$ cat config.mk
export PLATFORM = sky130hd
export DESIGN_NAME = hbr_read_engine
export DESIGN_NICKNAME = d
export VERILOG_FILES = /design/src/hw/hbr_pkg.sv /design/src/hw/hbr_if.sv /design/src/hw/hbr_width_timer.sv /design/src/hw/hbr_read_engine.sv
export SDC_FILE = /design/constraint.sdc
export NUM_CORES = 1
export LEC_CHECK = 0
export ABC_AREA = 1
export CORE_ASPECT_RATIO = 1.25
export CORE_UTILIZATION = 60
export CTS_BUF_LIST = sky130_fd_sc_hd__clkbuf_16
export CTS_CLUSTER_DIAMETER = 30
export CTS_CLUSTER_SIZE = 30
export DETAILED_ROUTE_END_ITERATION = 6
export DONT_BUFFER_PORTS = 1
export PLACE_DENSITY = 0.76
export SLEW_MARGIN = 30
export SYNTH_ARGS = -nofsm -noshare
export SYNTH_HDL_FRONTEND = slang
export SYNTH_SLANG_ARGS = --single-unit
$ cat constraint.sdc
create_clock -name core_clk -period 1.9 [get_ports core_clk]
set_input_delay 0.38 -clock core_clk [delete_from_list [all_inputs] [get_ports core_clk]]
set_output_delay 0.38 -clock core_clk [all_outputs]
set_load 0.1 [all_outputs]
$ cat src/hw/hbr_pkg.sv
// package: constants and types for the host-bus dual-select read engine
package hbr_pkg;
	localparam logic [1:0] HBR_SELECT_CONFIG_FIELD_DUAL  = 2'h2;
	localparam logic [1:0] HBR_MODE_CONT   = 2'h2;
	localparam logic [3:0] HBR_READ_WAIT_STATES_MIN    = 4'h0;
	localparam int         HBR_BASE_WIDTH  = 2;
	localparam int         HBR_WS_STEP     = 2;
	localparam int         HBR_CNT_W       = 6;
	localparam logic [5:0] HBR_CNT_ONE     = 6'h01;

	typedef enum logic [1:0] {
		HBR_IDLE  = 2'b00,
		HBR_WRONG = 2'b01,
		HBR_RIGHT = 2'b10,
		HBR_HOLD  = 2'b11
	} hbr_state_t;
endpackage

$ cat src/hw/hbr_if.sv
// interface: strobe width request and answer between engine and width counter
`timescale 1ns/100ps
interface hbr_if;
	logic       load;
	logic [5:0] width;
	logic       done;
	modport engine (output load, output width, input done);
	modport timer  (input load, input width, output done);
endinterface

$ cat src/hw/hbr_width_timer.sv
// module: counts the programmed read strobe width in bus clocks
`timescale 1ns/100ps
module hbr_width_timer
	import hbr_pkg::*;
(
	// clock and reset
	input  wire logic core_clk,
	input  wire logic sys_rst,
	// link to engine
	hbr_if.timer      tmr
);
	logic [HBR_CNT_W-1:0] cnt_reg;
	logic [HBR_CNT_W-1:0] cnt_next;
	logic                 done_reg;

	// counter reloads on load, otherwise counts down to one
	assign cnt_next = tmr.load ? tmr.width :
		(cnt_reg > HBR_CNT_ONE) ? cnt_reg - HBR_CNT_ONE : cnt_reg;
	assign tmr.done = done_reg;

	// done marks the last strobe clock
	always_ff @(posedge core_clk) begin
		if (sys_rst) begin
			cnt_reg  <= '0;
			done_reg <= 1'b0;
		end else begin
			cnt_reg  <= cnt_next;
			done_reg <= tmr.load ? (tmr.width == HBR_CNT_ONE) : (cnt_next == HBR_CNT_ONE);
		end
	end
endmodule

$ cat src/hw/hbr_read_engine.sv
// module: read strobe and chip-select generation, dual-select continuous read
`timescale 1ns/100ps
module hbr_read_engine
	import hbr_pkg::*;
#(
	parameter int DATA_W = 16
)
(
	// clock and reset
	input  wire logic              core_clk,
	input  wire logic              sys_rst,
	// configuration
	input  wire logic              host_bus_mode,
	input  wire logic [1:0]        select_config_field,
	input  wire logic [1:0]        bus_mode_field,
	input  wire logic [3:0]        read_wait_states,
	// read request from core
	input  wire logic              rd_req,
	input  wire logic              rd_region,
	input  wire logic              oe_active,
	output logic                   rd_busy,
	output logic                   rd_valid,
	output logic [DATA_W-1:0]      rd_data,
	// bus pins
	input  wire logic [DATA_W-1:0] bus_data_in,
	output logic                   read_strobe_low,
	output logic                   select_zero_low,
	output logic                   select_one_low
);
	// ==========================================
	// usage notes
	// zero wait states leave no room for the two-flop data path on any read:
	// data then come from the bus as it stood before the strobe, so software
	// keeps the wait-state field at one step or more in every setting

	// ==========================================
	// elaboration checks
	// widest strobe that the wait-state field can ask for
	localparam int WIDTH_MAX = HBR_BASE_WIDTH +
		HBR_WS_STEP * (2 ** $bits(read_wait_states) - 1);

	// the counter must hold the widest strobe, and the strobe must outlast
	// the one clock spent under the wrong select
	initial begin
		if (DATA_W < 1 || DATA_W > 32) $error("DATA_W out of range");
		if (WIDTH_MAX >= 2 ** HBR_CNT_W) $error("strobe counter too narrow");
		if (HBR_BASE_WIDTH <= int'(HBR_CNT_ONE)) $error("strobe too short for the swap");
	end

	// ==========================================
	// width timer
	// the strobe width is counted apart from the state machine, so the
	// wrong-select clock of a first read is charged against the same count;
	// the timer reloads on every taken request and needs no clear of its own
	hbr_if tif ();

	hbr_width_timer u_tmr (
		.core_clk (core_clk),
		.sys_rst  (sys_rst),
		.tmr      (tif)
	);

	// ==========================================
	// pin sampling
	// bus data come from outside the clock domain: every bit passes two flops
	// before it is read; the cost is that the peripheral must drive valid data
	// at least two clocks before the strobe ends
	logic [DATA_W-1:0] din_s1_reg;
	logic [DATA_W-1:0] din_s2_reg;

	// one synchroniser per data bit
	for (genvar gi = 0; gi < DATA_W; gi++) begin : g_sync
		always_ff @(posedge core_clk) begin
			din_s1_reg[gi] <= bus_data_in[gi];
			din_s2_reg[gi] <= din_s1_reg[gi];
		end
	end

	// ==========================================
	// configuration decode
	hbr_state_t state_reg;
	hbr_state_t state_next;
	logic       first_done_reg;
	logic       first_done_next;
	logic       region_reg;
	logic       region_now;
	logic       host_bus_dual;
	logic       cont_read;
	logic       faulty;
	logic       first_read;
	logic       start;
	logic       read_end;
	logic [5:0] width;

	// the wrong-select first read needs all three settings at once
	assign host_bus_dual = host_bus_mode && select_config_field == HBR_SELECT_CONFIG_FIELD_DUAL;
	assign cont_read     = bus_mode_field == HBR_MODE_CONT;
	assign faulty        = host_bus_dual && cont_read;

	// a read counts as first unless one has ended while output enable stayed
	// held; enable is read live, so a read taken as it drops is first again
	assign first_read = !(first_done_reg && oe_active);

	// strobe width in clocks, charged from the first strobe clock
	assign width = 6'(HBR_BASE_WIDTH) + 6'(HBR_WS_STEP) * {2'h0, read_wait_states};

	// ==========================================
	// request taking
	// a request is taken only from idle; one raised while busy is not stored
	assign start      = rd_req && state_reg == HBR_IDLE;
	assign read_end   = state_reg != HBR_IDLE && state_next == HBR_IDLE;
	assign region_now = start ? rd_region : region_reg;
	assign tif.load   = start;
	assign tif.width  = width;

	// first-read flag: set when a read ends under enable, cleared when it drops
	assign first_done_next = !oe_active ? 1'b0 :
		read_end ? 1'b1 : first_done_reg;

	// ==========================================
	// state machine
	// a faulty first read spends exactly one clock under the wrong select,
	// then runs under the right one until the timer reports the last clock
	always_comb begin
		state_next = state_reg;
		case (state_reg)
			HBR_IDLE: begin
				if (rd_req && faulty && first_read) begin
					state_next = HBR_WRONG;
				end else if (rd_req) begin
					state_next = HBR_RIGHT;
				end
			end
			HBR_WRONG: begin
				// the swap comes on the next edge whatever the width
				state_next = tif.done ? HBR_IDLE : HBR_RIGHT;
			end
			HBR_RIGHT: begin
				state_next = tif.done ? HBR_IDLE : HBR_RIGHT;
			end
			default: begin
				// the spare code is never entered; it falls back to idle
				state_next = HBR_IDLE;
			end
		endcase
	end

	// ==========================================
	// pin decode
	// the strobe is one continuous pulse across the swap; the select that
	// drives is the request's region, flipped while in the wrong state
	logic strobe_on;
	logic wrong_on;
	logic drive_one;
	logic zero_on;
	logic one_on;

	assign strobe_on = state_next != HBR_IDLE;
	assign wrong_on  = state_next == HBR_WRONG;
	assign drive_one = region_now ^ wrong_on;
	assign zero_on   = strobe_on && !drive_one;
	assign one_on    = strobe_on && drive_one;

	// ==========================================
	// registers
	// state and read bookkeeping
	always_ff @(posedge core_clk) begin
		if (sys_rst) begin
			state_reg      <= HBR_IDLE;
			first_done_reg <= 1'b0;
			region_reg     <= 1'b0;
		end else begin
			state_reg      <= state_next;
			first_done_reg <= first_done_next;
			region_reg     <= region_now;
		end
	end

	// bus pins, all idle high; the select swap lands on a clock edge
	always_ff @(posedge core_clk) begin
		if (sys_rst) begin
			read_strobe_low <= 1'b1;
			select_zero_low <= 1'b1;
			select_one_low  <= 1'b1;
		end else begin
			read_strobe_low <= !strobe_on;
			select_zero_low <= !zero_on;
			select_one_low  <= !one_on;
		end
	end

	// ==========================================
	// core side
	// busy follows the strobe; valid pulses on the clock the strobe ends,
	// so the core sees data and valid together
	always_ff @(posedge core_clk) begin
		if (sys_rst) begin
			rd_busy  <= 1'b0;
			rd_valid <= 1'b0;
		end else begin
			rd_busy  <= strobe_on;
			rd_valid <= read_end;
		end
	end

	// capture on the last strobe clock; data hold until the next read
	always_ff @(posedge core_clk) begin
		if (sys_rst) begin
			rd_data <= '0;
		end else if (read_end) begin
			rd_data <= din_s2_reg;
		end
	end
endmodule

==> impl_metrics.toml <==
[run_status]
outcome = "completed"

[routing]
total_vias_in_the_final_route = 1572
drt-pass1-iter-count = 5
via_per_inst = 5.21
route.detailed.wl_per_inst_um = 14.1
detailedRoute.firstIterationViolations = 73
detail_route.wirelength_mm = 4.25
ant_nets = 0
drc_errors = 0

[die]
die_height_um = 68.7
die_width_um = 55.4
floorplan.rows = 23
fp.dieArea_um2 = 3800
core-area_um2 = 3310
pin_count = 51
initial_utilization_pct = 64.5

[yosys]
synth_seq_cells = 64
netlist_top_cells_count = "dfxtp_1 (64), inv_1 (35), nand2_1 (31), a21oi_1 (21), o21ai_0 (15)"
cell_type_with_the_largest_total_area_after_synthesis = "dfxtp_1"
ys_async_sr_fraction_pct = 0
synth_area_leaders = "dfxtp_1 (60%), inv_1 (6.2%), nand2_1 (5.5%)"
synthDominantCellAreaShare_pct = 60.0
synth.most_common_cell = "dfxtp_1"
synth_enable_flop_cells = 0
area_of_the_mapped_netlist_um2 = 2130
synthesis.area_per_instance_um2 = 9.20
synth.yosys.warnings = 0
ys.flop_type = "dfxtp_1"
yosysSeqAreaShare_pct = 60.0
yosys.cell_types.count = 27
synth_nets = 267
syn-instance-count = 232

[setup_path]
rr_endpoint = "rd_data[12]$_SDFFE_PP0P_"
timing.critical_path.to_type = "register"
r2r_slack_ns = 0.18
critical_path_class = "reg2reg"
worst_r2r_path_depth = 6
crit-reg2reg-launch = "state_reg[1]$_SDFF_PP0_"
critical_path.startpoint_type = "register"
arrival_ns = 1.95
critical_path.max_fanout = 34
cp_data_required_time_ns = 2.14

[global_routing]
grt_start_max_net_pins = 35
grt.total_usage_pct = 24.4
globalRoute.totalOverflow = 0
first_pass_grt_wire_length_mm = 6.70
antenna_violations_before_repair = 0
grt_pass1_vias = 1542

[sta]
setup_ws_ns = 0.182
totalNegativeSetupSlack_ns = 0
relSlewSlack_pct = 66.8
fin_crit_sh_pct = 90.4
fin_crit_ns = 1.72
maxClockFrequency_ghz = 0.582
skew_ns = 0.00559
final-hold-violation-count = 0
worst_slew_pin_slew_ns = 0.498
timing.final.setup_violations = 0
maxSlewViolCount = 0
setup_repair_after_global_routing_missed_its_margin = "no"

[hold_path]
min_to = "din_s1_reg[5]$_DFF_P_"
holdPathStages = 0
hold_path.startpoint = "bus_data_in[5]"
holdCritPathClass = "in2reg"

[clock_network]
numCtsBuffers = 9
htree_levels = 3
worstSkewPairLatency_ns = 0.32
cts_setup_buffers = 0
cts_hold_buf = 0
ctsRootBufferMaster = "clkbuf_16"
cts.reportedPaths.clkPinSlew_ns = 0.05
cts.repair.resized = 0
clock_sink_count = 64
tritoncts = "built"
clock_tree.buffer_depth = 2

[job]
drv.max_cap_violation_count = 0

[pwr]
static_power_due_to_leakage_nw = 1.27
power.density_nw_per_um2 = 1670
ir_drop_mv = 1.35

[layout]
antenna_cells_inserted = 0
area_growth_syn_to_layout_pct = 22.3
fin_nets = 295
final_layout_size_suffix_gt1_share_pct = 21.5

[placed_design]
dpl_wire_length_mm = 2.62
preCtsSetupSlack_ns = 0.287
place.gp.congestion = 0.822
portBuffers = 0
power by group:
part	internal (mW)	total, mW	switching, mW
Clock	1.00	1.55	0.548
Sequential	1.49	1.58	0.0848
Combinational	0.321	1.22	0.901
Total	2.81	4.35	1.53
per-layer routing:
layer	track usage (%)	part of all wire (%)
met1	23.1	37
met2	43.1	52
met3	10.4	5.4
met5	0	0
met4	17.8	5.5
worst max-delay path by stage:
stage,to,start,slack [ns],cells past startpoint
floorplan,rd_data[0]$_SDFFE_PP0P_,state_reg[0]$_SDFF_PP0_,0.49,6
global placement,rd_data[15]$_SDFFE_PP0P_,state_reg[0]$_SDFF_PP0_,0.40,6
detailed placement,rd_data[12]$_SDFFE_PP0P_,state_reg[1]$_SDFF_PP0_,0.29,6
CTS,rd_data[12]$_SDFFE_PP0P_,state_reg[1]$_SDFF_PP0_,0.20,6
global route,rd_data[11]$_SDFFE_PP0P_,state_reg[1]$_SDFF_PP0_,0.08,6
finish,rd_data[12]$_SDFFE_PP0P_,state_reg[1]$_SDFF_PP0_,0.18,6
cell usage in the layout, fill, tap and decap left out, drive strengths merged:
cell type / instances
a31oi: 1
clkinvlp: 2
a21oi: 23
nand2: 38
nor2: 15
o21ai: 21
clkinv: 4
o21a: 1
dfxtp: 64
and2: 1
bufinv: 1
inv: 40
clkbuf: 9
ha: 5
nand3b: 2
or2: 3
nand4: 1
nand3: 11
buf: 22
xnor2: 1
metrics by stage:
step	std cells	instance area (um2)	utilization [%]	total power, mW	hold slack [ns]
floorplan	232	2130	-	2.57	0.310
global placement	286	2320	70.1	2.76	0.310
detailed placement	286	2320	70.1	2.79	0.312
CTS	302	2610	78.9	4.36	0.0746
global route	302	2610	78.9	4.55	0.0664
finish	302	2610	78.9	4.35	0.0809
critical path, stage by stage, from the launching register on:
cell,delay [ns]
dfxtp_1,0.36
inv_1,0.05
ha_1,0.30
a31oi_2,0.20
buf_4,0.33
o21ai_0,0.19
a21oi_1,0.21
final cells by class:
type | instances | area [um2]
inverter | 40 | 150
sequential | 64 | 1280
clock buffer | 9 | 225
timing repair buffer | 22 | 165
fill | 199 | 699
tap | 37 | 46.3
multi-input combinational | 123 | 678
clock inverter | 7 | 63.8
logic make-up (layout without fill, tap and decap cells):
logic type,count (synthesis),in the layout,synth area share [%]
xor gates and xnor gates,1,1,0.410
buffers and inverters,45,78,8.21
adders and majority gates,5,5,2.93
AOI/OAI and AO/OA,46,46,12.1
and+or+nand+nor,71,71,16.3
DFF,64,64,60.0
Power figures use the tool's default switching activity.
